`config.mk`:
```
export PLATFORM = sky130hd
export DESIGN_NAME = acrf_top
export DESIGN_NICKNAME = d
export VERILOG_FILES = /design/src/hdl/acrf_pkg.sv /design/src/hdl/acrf_stage.sv /design/src/hdl/acrf_top.sv
export SDC_FILE = /design/constraint.sdc
export NUM_CORES = 1
export LEC_CHECK = 0
export ABC_CLOCK_PERIOD_IN_PS = 1440
export CAP_MARGIN = 10
export CORE_MARGIN = 1.5
export CORE_UTILIZATION = 65
export CTS_BUF_LIST = sky130_fd_sc_hd__clkbuf_8
export DETAILED_ROUTE_END_ITERATION = 10
export DONT_BUFFER_PORTS = 1
export HOLD_SLACK_MARGIN = 0.1
export PLACE_DENSITY = 0.79
export SLEW_MARGIN = 20
export SYNTH_ARGS = -nofsm -noshare
export SYNTH_HDL_FRONTEND = slang
export SYNTH_SLANG_ARGS = --single-unit
```
`constraint.sdc`:
```
create_clock -name clock -period 1.44 [get_ports clock]
set_input_delay 0.288 -clock clock [delete_from_list [all_inputs] [get_ports clock]]
set_output_delay 0.288 -clock clock [all_outputs]
set_load 0.02 [all_outputs]
```
`src/hdl/acrf_pkg.sv`:
```
// constants and carrier types of the converter range-flag output block
// assumes one 100 MHz system clock; converter clock arrives as a synchronous level
package acrf_pkg;

  // ==========================================================
  // widths and pipeline latency
  localparam int ACRF_DATA_W  = 12;
  localparam int ACRF_IN_W    = 14;
  localparam int ACRF_LATENCY = 3;

  // ==========================================================
  // codes and limits
  localparam logic [ACRF_DATA_W-1:0] ACRF_CODE_MIN = 12'h000;
  localparam logic [ACRF_DATA_W-1:0] ACRF_CODE_MID = 12'h800;
  localparam logic [ACRF_DATA_W-1:0] ACRF_CODE_MAX = 12'hFFF;
  localparam logic signed [ACRF_IN_W-1:0] ACRF_IN_MAX = 14'sh07FF;
  localparam logic signed [ACRF_IN_W-1:0] ACRF_IN_MIN = 14'sh3800;

  // ==========================================================
  // reset values
  localparam logic [ACRF_DATA_W-1:0] ACRF_WORD_RST = 12'h000;
  localparam logic                   ACRF_FLAG_RST = 1'b0;

  // ==========================================================
  // carriers
  typedef struct packed {
    logic [ACRF_DATA_W-1:0] word;
    logic                   range_exceeded_flag;
  } acrf_sample_type;

  typedef struct packed {
    logic            conv_prev;
    acrf_sample_type held;
    acrf_sample_type out;
    logic            out_stb;
  } acrf_main_type;

  localparam acrf_sample_type ACRF_SAMPLE_RST = '{word: ACRF_WORD_RST, range_exceeded_flag: ACRF_FLAG_RST};

endpackage // acrf_pkg

```
`src/hdl/acrf_stage.sv`:
```
// one pipeline stage carrying a sample word with its range flag
// assumes advance pulses come from the converter clock falling edge
module acrf_stage (
  // clock and reset
  input  wire logic                      clock,
  input  wire logic                      rst_n,
  input  wire logic                      ce,
  // data path
  input  wire logic                      adv,
  input  wire acrf_pkg::acrf_sample_type d,
  output acrf_pkg::acrf_sample_type      q
);
  import acrf_pkg::*;

  acrf_sample_type state_q;
  acrf_sample_type state_d;

  // ==========================================================
  // next state
  always_comb begin
    state_d = state_q;
    if (adv) begin
      state_d = d;
    end
  end

  always_ff @(posedge clock or negedge rst_n) begin
    if (!rst_n) begin
      state_q <= ACRF_SAMPLE_RST;
    end else if (ce) begin
      state_q <= state_d;
    end
  end

  assign q = state_q;

endmodule // acrf_stage

```
`src/hdl/acrf_top.sv`:
```
// output side of a pipelined converter: straight-binary word plus range flag
// assumes conv_clk and diff_in are synchronous to clock
module acrf_top #(
  parameter int LATENCY = acrf_pkg::ACRF_LATENCY
) (
  // clock and reset
  input  wire logic                                     clock,
  input  wire logic                                     rst_n,
  input  wire logic                                     ce,
  // converter core
  input  wire logic                                     conv_clk,
  input  wire logic signed [acrf_pkg::ACRF_IN_W-1:0]    diff_in,
  // sample output
  output logic             [acrf_pkg::ACRF_DATA_W-1:0]  sample_word,
  output logic                                          range_exceeded_flag,
  output logic                                          sample_stb
);
  import acrf_pkg::*;

  acrf_main_type   st_q;
  acrf_main_type   st_d;
  acrf_sample_type conv;
  acrf_sample_type pipe [LATENCY+1];
  logic            rise;
  logic            fall;
  logic            in_range;

  // ==========================================================
  // converter clock phases
  assign rise = conv_clk & ~st_q.conv_prev;
  assign fall = ~conv_clk & st_q.conv_prev;

  // ==========================================================
  // quantiser: clamp and offset to straight binary
  always_comb begin
    conv.word                = diff_in[ACRF_DATA_W-1:0] ^ ACRF_CODE_MID;
    conv.range_exceeded_flag = 1'b0;
    if (diff_in > ACRF_IN_MAX) begin
      conv.word                = ACRF_CODE_MAX;
      conv.range_exceeded_flag = 1'b1;
    end else if (diff_in < ACRF_IN_MIN) begin
      conv.word                = ACRF_CODE_MIN;
      conv.range_exceeded_flag = 1'b1;
    end
  end

  // ==========================================================
  // pipeline, word and flag travel as one struct
  assign pipe[0] = st_q.held;

  for (genvar i = 0; i < LATENCY; i++) begin : g_stage
    acrf_stage u_stage (
      .clock (clock),
      .rst_n (rst_n),
      .ce    (ce),
      .adv   (fall),
      .d     (pipe[i]),
      .q     (pipe[i+1])
    );
  end

  // ==========================================================
  // sample on rising edge, advance and present on falling edge
  always_comb begin
    st_d           = st_q;
    st_d.conv_prev = conv_clk;
    st_d.out_stb   = 1'b0;
    if (rise) begin
      st_d.held = conv;
    end
    if (fall) begin
      st_d.out     = pipe[LATENCY];
      st_d.out_stb = 1'b1;
    end
  end

  always_ff @(posedge clock or negedge rst_n) begin
    if (!rst_n) begin
      st_q <= '{conv_prev: 1'b0, held: ACRF_SAMPLE_RST, out: ACRF_SAMPLE_RST, out_stb: 1'b0};
    end else if (ce) begin
      st_q <= st_d;
    end
  end

  assign sample_word         = st_q.out.word;
  assign range_exceeded_flag = st_q.out.range_exceeded_flag;
  assign sample_stb          = st_q.out_stb;

  // ==========================================================
  // checks
  assign in_range = (diff_in <= ACRF_IN_MAX) && (diff_in >= ACRF_IN_MIN);

  a_flag_with_word: assert property (@(posedge clock) disable iff (!rst_n)
    $changed(range_exceeded_flag) |-> $changed(sample_stb) && sample_stb)
    else $error("range flag moved without a sample update");

  a_flag_in_range: assert property (@(posedge clock) disable iff (!rst_n)
    (ce && rise && diff_in <= ACRF_IN_MAX && diff_in >= ACRF_IN_MIN) |=> !st_q.held.range_exceeded_flag)
    else $error("in-range sample flagged");

  a_flag_holds: assert property (@(posedge clock) disable iff (!rst_n)
    (range_exceeded_flag && !(ce && fall)) |=> range_exceeded_flag)
    else $error("range flag dropped between samples");

  a_sample_on_rise: assert property (@(posedge clock) disable iff (!rst_n)
    (ce && !rise) |=> $stable(st_q.held))
    else $error("sample taken outside rising phase");

  a_over_code: assert property (@(posedge clock) disable iff (!rst_n)
    (ce && rise && diff_in > ACRF_IN_MAX) |=> st_q.held.word == ACRF_CODE_MAX && st_q.held.range_exceeded_flag)
    else $error("overrange code wrong");

  a_mid_code: assert property (@(posedge clock) disable iff (!rst_n)
    (ce && rise && diff_in == '0) |=> st_q.held.word == ACRF_CODE_MID && !st_q.held.range_exceeded_flag)
    else $error("midscale code wrong");

  a_under_code: assert property (@(posedge clock) disable iff (!rst_n)
    (ce && rise && diff_in < ACRF_IN_MIN)
    |=> st_q.held.word == ACRF_CODE_MIN && st_q.held.range_exceeded_flag)
    else $error("underrange code wrong");

  a_in_code: assert property (@(posedge clock) disable iff (!rst_n)
    (ce && rise && in_range)
    |=> st_q.held.word == {~$past(diff_in[ACRF_DATA_W-1]), $past(diff_in[ACRF_DATA_W-2:0])})
    else $error("in-range code wrong");

  a_top_code: assert property (@(posedge clock) disable iff (!rst_n)
    (ce && rise && diff_in == ACRF_IN_MAX)
    |=> st_q.held.word == ACRF_CODE_MAX && !st_q.held.range_exceeded_flag)
    else $error("top in-range code wrong");

  a_bottom_code: assert property (@(posedge clock) disable iff (!rst_n)
    (ce && rise && diff_in == ACRF_IN_MIN)
    |=> st_q.held.word == ACRF_CODE_MIN && !st_q.held.range_exceeded_flag)
    else $error("bottom in-range code wrong");

  a_flag_out_range: assert property (@(posedge clock) disable iff (!rst_n)
    (ce && rise && !in_range)
    |=> st_q.held.range_exceeded_flag)
    else $error("out-of-range sample not flagged");

  // ==========================================================
  // pipeline checks
  a_stage_entry: assert property (@(posedge clock) disable iff (!rst_n)
    (ce && fall)
    |=> pipe[1] == $past(st_q.held))
    else $error("held sample not moved into first stage");

  a_out_from_last: assert property (@(posedge clock) disable iff (!rst_n)
    (ce && fall)
    |=> st_q.out == $past(pipe[LATENCY]))
    else $error("output not taken from last stage");

  a_stage_still: assert property (@(posedge clock) disable iff (!rst_n)
    (ce && !fall)
    |=> $stable(pipe[LATENCY]))
    else $error("last stage moved outside falling phase");

  a_word_still: assert property (@(posedge clock) disable iff (!rst_n)
    !(ce && fall)
    |=> $stable(sample_word) && $stable(range_exceeded_flag))
    else $error("sample output moved outside falling phase");

  a_stb_after_fall: assert property (@(posedge clock) disable iff (!rst_n)
    (ce && fall)
    |=> sample_stb)
    else $error("no strobe after sample update");

  a_stb_only_fall: assert property (@(posedge clock) disable iff (!rst_n)
    (ce && !fall)
    |=> !sample_stb)
    else $error("strobe without sample update");

  a_stb_single: assert property (@(posedge clock) disable iff (!rst_n)
    (ce && sample_stb)
    |=> !sample_stb)
    else $error("strobe longer than one cycle");

  a_freeze_all: assert property (@(posedge clock) disable iff (!rst_n)
    !ce
    |=> $stable(st_q) && $stable(pipe[LATENCY]))
    else $error("state moved while clock enable low");

  // ==========================================================
  // range flag checks
  a_flag_codes: assert property (@(posedge clock) disable iff (!rst_n)
    range_exceeded_flag
    |-> (sample_word == ACRF_CODE_MAX) || (sample_word == ACRF_CODE_MIN))
    else $error("range flag with a code inside the span");

  a_flag_sets: assert property (@(posedge clock) disable iff (!rst_n)
    (ce && fall && pipe[LATENCY].range_exceeded_flag)
    |=> range_exceeded_flag)
    else $error("flagged sample output without flag");

  a_flag_clears: assert property (@(posedge clock) disable iff (!rst_n)
    (ce && fall && !pipe[LATENCY].range_exceeded_flag)
    |=> !range_exceeded_flag)
    else $error("range flag stuck after in-range sample");

  // ==========================================================
  // converter clock checks
  a_prev_follows: assert property (@(posedge clock) disable iff (!rst_n)
    ce
    |=> st_q.conv_prev == $past(conv_clk))
    else $error("converter clock phase tracking lost");

  // ==========================================================
  // scenario covers
  c_over: cover property (@(posedge clock) disable iff (!rst_n)
    sample_stb && range_exceeded_flag && sample_word[ACRF_DATA_W-1]);
  c_under: cover property (@(posedge clock) disable iff (!rst_n)
    sample_stb && range_exceeded_flag && !sample_word[ACRF_DATA_W-1]);
  c_recover: cover property (@(posedge clock) disable iff (!rst_n)
    $fell(range_exceeded_flag));
  c_freeze: cover property (@(posedge clock) disable iff (!rst_n)
    !ce ##1 ce);
  c_midscale: cover property (@(posedge clock) disable iff (!rst_n)
    sample_stb && !range_exceeded_flag && sample_word == ACRF_CODE_MID);

endmodule // acrf_top

```
==> reports/results.ini, run 1 <==
[finish]
finalInstanceArea_um2 = 3000
drive_above_1_share = 0.353
seqCellArea_um2 = 1680
area_growth_pct = 4.58
multiInputGateArea_um2 = 996
nNetsFinal = 221
fillers = 276
antennaDiodeCount = 0

[synth]
syn_avg_cell_area_um2 = 13.7
netlist_area_um2 = 2870
yosys.cell_types.count = 19
syn-instance-count = 210
netlist.area_leader.share = 0.584
synthesis.nets = 228
yosysWarnings = 0
seq_area_frac_synth = 0.584
synth_seq_cells = 67
synth_area_leaders = dfrtp_1 58%, mux2_2 19%, a22o_1 3.4%, buf_4 3.1%, o21bai_1 2.9%
yosys.area.top_type = dfrtp_1

[routing]
vias_per_cell = 5.74
num_vias = 1474
wl_per_cell_um = 15.4
drt_iter0_drc = 107
drtAntennaViolNets = 0
postRouteWirelength_um = 3970
drc = 0
dr.pass1.iters = 4

[floorplan]
fp.coreArea_um2 = 4120
ioPinCount = 32
fp.dieH_um = 69.5
die_area_um2 = 4830
die_x_um = 69.5
start_util = 0.698
rows = 23

[setup_path]
reg2reg_depth = 3
worstSetupPathType = reg2reg
crit_required_ns = 1.65
end_kind = flop
worstPathMaxFanout = 10
worstPathArrival_ns = 1.48
startpoint_type = flop

[timing]
max_freq_ghz = 0.787
setup_viol = 0
min_period_over_period = 0.882
fin_crit_ns = 1.27
rsz0062_at_grt = no
relSlewSlack = 0.843
fin_hold_ws_ns = -0.349
tightest_slew_ns = 0.235
skew_ns = 0.00249
hold_viol_final = 67
setup_tns_ns = 0
slew_violations = 0

[status]
violations = negative hold slack
status = complete, but fails checks

[pwr]
ir_worst_vdd_uv = 828
switchingPower_mw = 1.42
power_frac_seq = 0.591
p_int_mw = 3.90
swShare = 0.267
p_leak_nw = 1.45
power.density_nw_per_um2 = 1770
clockPowerShare = 0.255
combPwrFrac = 0.154
total_power_mw = 5.32

[place]
dp_hpwl_um = 2690
place.gp.congestion = 0.707
io_buffers = 0
dpl_cell_area_um2 = 2790

[grt]
overflow = 0
grt_pass1_wl_um = 6960
grt_max_degree = 68
grt_usage = 0.188
antenna_found_initial = 0
grt_pass1_vias = 1462

[clock_tree]
cts_tree = yes
htreeDepth = 3
cts_root_buf = clkbuf_8
clock_latency_ns = 0.33
cts_buffer_depth = 2
cts_made_buffers = 9
cts.clk_slew.worst_paths_ns = 0.06
clock_sinks = 67
cts_hold_buffers = 3

[run]
maxCapViolations = 0

[min_path]
hp-class = in2async

[timing repair]
item	in CTS	in global routing
hold endpoints to repair	70	67
setup buffers	0	0
resized for setup	0	0
[layout by cell type, fill, tap and decap left out]
master,n
mux2_2,49
nor2_1,11
a22o_1,11
a21oi_1,11
nor3_1,1
buf_4,2
nand3b_2,1
nand3b_4,1
o21ai_0,2
and3_1,1
inv_1,2
clkbuf_8,12
clkinv_2,2
dlygate4sd3_1,3
dfrtp_1,67
mux2_4,4
buf_12,2
nand2_1,13
o31ai_1,1
o21bai_1,11
[flip-flops by register name, indices dropped and copies added (netlist names)]
name and count:
pipe 13, st_q 1, range_exceeded_flag 1, sample_stb 1, sample_word 12, g_stage.u_stage.q 39
[worst paths after layout]
check	from	to	slack, ns
max in group asynchronous	rst_n	g_stage[0].u_stage.q[0]$_DFFE_PN0P_	1.70
setup reg to reg	st_q[27]$_DFFE_PN0P_	sample_word[5]$_DFFE_PN0P_	0.17
min in group clock	ce	st_q[27]$_DFFE_PN0P_	0.12
hold / removal	rst_n	g_stage[2].u_stage.q[5]$_DFFE_PN0P_	-0.35
setup / recovery	st_q[27]$_DFFE_PN0P_	sample_word[5]$_DFFE_PN0P_	0.17
hold reg to reg	pipe[51]$_DFFE_PN0P_	pipe[51]$_DFFE_PN0P_	0.48
[synth_stat cells]
master	n
a21oi_1	11
a22o_1	11
and3_1	1
buf_2	5
buf_4	12
clkbuf_1	3
clkbuf_8	5
dfrtp_1	67
inv_1	1
mux2_2	49
mux2_4	4
nand2_1	13
nand3b_2	1
nand3b_4	1
nor2_1	11
nor3_1	1
o21ai_0	2
o21bai_1	11
o31ai_1	1
[critical path, cell delays in order, from the launching register on]
cell	delay (ns)
dfrtp_1	0.41
nand3b_4	0.18
buf_4	0.21
mux2_2	0.35
[metrics by stage]
stage               utilization  setup WS (ns)  cells  hold slack, ns
global route              0.730          0.121    257          -0.369
detailed placement        0.679          0.177    239        -0.00636
global placement          0.679          0.231    239        -0.00627
CTS                       0.730          0.169    257          -0.371
finish                    0.730          0.169    257          -0.349
floorplan                     -          0.249    210        -0.00759
[final cells by class]
class,instances,share of cell area
clock inverter,3,0.00458
inverter,1,0.00125
timing repair buffer,7,0.0283
tap,50,0.0208
multi-input combinational,117,0.332
sequential,67,0.558
clock buffer,12,0.0550
[cell families (layout without fill, tap and decap cells)]
family | count (synthesis) | in the layout | share of synthesized area
flops | 67 | 67 | 0.584
simple gates | 28 | 28 | 0.0462
mux | 53 | 53 | 0.213
compound gates | 36 | 36 | 0.0876
buf+inv | 26 | 23 | 0.0693
[metal layers]
layer | vias to the layer above | share of wire | global-route usage
met2 | 39 | 0.45 | 0.252
met5 | - | 0 | 0
li1 | 719 | - | -
met3 | 11 | 0.052 | 0.0596
met1 | 705 | 0.47 | 0.265
met4 | 0 | 0.028 | 0.118
[power groups by stage]
| stage | Combinational, mW | Sequential (mW) | Clock, mW |
|---|---|---|---|
| 2_1_floorplan | 1.14 | 2.84 | 0 |
| 6_report | 0.819 | 3.14 | 1.36 |
| 3_5_place_dp | 0.820 | 3.19 | 0 |
| 4_1_cts | 0.834 | 3.16 | 1.40 |
| 3_3_place_gp | 0.759 | 3.13 | 0 |
| 5_1_grt | 0.900 | 3.23 | 1.48 |
Note: power is estimated with default switching activity, not from simulation.
==> run 2: changes to the inputs <==
CORE_UTILIZATION = 30   (was 65)
PLACE_DENSITY = not set   (was 0.79)
PLACE_DENSITY_LB_ADDON = 0.3   (was not set)
==> run 2 against run 1 <==
  * The flow still finishes with violations (negative hold slack)
  * Clock-buffer cell count is 2 lower
  * Register-to-register slack barely moved
  * Global-route usage shrank 8.6 points
  * Hold slack lost 0.0017 ns
  * Final cell count grew 30%
  * Power is 2.5% lower
  * Flip-flop and latch count stayed put
  * Utilization fell by 39 points
==> reports/results.ini, run 2 (synthesized netlist as in run 1, its figures left out) <==
[setup_path]
worst-r2r-setup-slack_ns = 0.16  ; about the same
worstSetupPathType = reg2reg
worstPathMaxFanout = 17  ; +7
crit_required_ns = 1.65  ; about the same
reg2reg_depth = 3  ; unchanged
r2r-end = sample_word[11]$_DFFE_PN0P_
end_kind = flop
r2r_start = st_q[27]$_DFFE_PN0P_
startpoint_type = flop
endpoint = sample_word[11]$_DFFE_PN0P_
worstPathArrival_ns = 1.49  ; about the same
cp-startpoint = st_q[27]$_DFFE_PN0P_

[finish]
area_growth_pct = 7.89
layout_commonest_cell = dfrtp_1
final_cells = 335  ; +30%
largest_reg_flops = 39  ; unchanged
drive_above_1_share = 0.354  ; +0.00171
nNetsFinal = 222  ; +0.45%
antennaDiodeCount = 0  ; unchanged
final_cell_mix = 67 x dfrtp_1, 49 x mux2_2, 13 x nand2_1

[clock_tree]
cts_tree = yes
clock_sinks = 67  ; unchanged
cts_made_buffers = 9  ; unchanged
clock_latency_ns = 0.33  ; about the same
cts_root_buf = clkbuf_8
post_cts_buffers = 0  ; unchanged
cts.clk_slew.worst_paths_ns = 0.07  ; about the same
post_cts_resized = 0  ; unchanged
cts_hold_buffers = 3  ; unchanged
cts_buffer_depth = 2  ; unchanged
htreeDepth = 3  ; unchanged

[run]
maxCapViolations = 0  ; unchanged

[timing]
max_freq_ghz = 0.782  ; -0.57%
hold_viol_final = 67  ; unchanged
tightest_slew_ns = 0.256  ; +0.0214 ns
setup_viol = 0  ; unchanged
skew_ns = 0.00646  ; +0.00396 ns
relSlewSlack = 0.829  ; -0.0143
fin_crit_ns = 1.28  ; +0.00728 ns
setup_tns_ns = 0  ; unchanged
rsz0062_at_grt = no
slew_violations = 0  ; unchanged
fin_hold_ws_ns = -0.351  ; -0.00165 ns
min_period_over_period = 0.887  ; +0.00505

[routing]
drtAntennaViolNets = 0  ; unchanged
wl_per_cell_um = 13.6  ; -12%
drc = 0  ; unchanged
vias_per_cell = 4.45  ; -22%
num_vias = 1492  ; +1.2%
drt_iter0_drc = 66  ; -38%
postRouteWirelength_um = 4560  ; +15%
dr.pass1.iters = 4  ; unchanged

[grt]
grt_max_degree = 68  ; unchanged
overflow = 0  ; unchanged
grt_pass1_vias = 1507  ; +3.1%
grt_pass1_wl_um = 7710  ; +11%
antenna_found_initial = 0  ; unchanged
grt_usage = 0.102  ; -0.0855

[place]
io_buffers = 0  ; unchanged
dp_hpwl_um = 2890  ; +7.3%
place.gp.congestion = 0.658  ; -7.0%
dpl.cell_count = 319  ; +33%

[pwr]
p_leak_nw = 1.44  ; -0.63%
power.density_nw_per_um2 = 1670  ; -5.5%
ir_worst_vdd_uv = 543  ; -34%

[min_path]
hp-class = in2async

[floorplan]
fp.coreArea_um2 = 9240  ; +120%
die_x_um = 101  ; +45%
rows = 35  ; +52%
fp.dieH_um = 101  ; +45%
ioPinCount = 32  ; unchanged
die_area_um2 = 10200  ; +110%
start_util = 0.311  ; -0.387

[status]
violations = negative hold slack
status = complete, but fails checks

-- run 2: worst min-delay path by stage --
stage,startpoint,end,slack [ns],depth (start not counted)
finish,rst_n,sample_word[10]$_DFFE_PN0P_,-0.35,0
global route,rst_n,sample_word[9]$_DFFE_PN0P_,-0.39,0
CTS,rst_n,g_stage[2].u_stage.q[6]$_DFFE_PN0P_,-0.38,0
detailed placement,rst_n,sample_word[3]$_DFFE_PN0P_,-0.003,0
global placement,rst_n,sample_word[3]$_DFFE_PN0P_,-0.003,0
floorplan,rst_n,g_stage[0].u_stage.q[0]$_DFFE_PN0P_,-0.008,0
-- run 2: layer usage --
layer  track usage  up-vias  share of wire
met2         0.146       36           0.45
met4        0.0520        0          0.010
met1         0.129      731           0.47
met3        0.0492        4          0.067
met5             0        -              0
li1              -      721              -
-- run 2: worst max-delay path, cell delays in order (launching register included) --
cell	delay, ns
dfrtp_1	0.42
nand3b_4	0.21
buf_12	0.19
mux2_2	0.34
-- run 2: layout make-up --
type	count	area, µm²
Fill cell	928	6140
Sequential cell	67	1680
Multi-Input combinational cell	117	996
Tap cell	129	161
Clock buffer	10	138
Timing Repair Buffer	8	105
Clock inverter	3	17.5
Inverter	1	3.75
-- run 2: power by group --
group | switching [mW] | internal, mW | total, mW
clock | 0.648 | 0.636 | 1.28
sequential | 0.540 | 2.57 | 3.11
combinational | 0.207 | 0.590 | 0.796
-- run 2: metrics by stage --
step	worst slack, ns	power [mW]	cell area [µm²]	util
after floorplan	0.249	3.97	2870	-
after global placement	0.186	3.92	2910	0.315
after detailed placement	0.166	3.97	2910	0.315
after CTS	0.148	5.30	3100	0.335
after global routing	0.0929	5.54	3100	0.335
final	0.162	5.19	3100	0.335
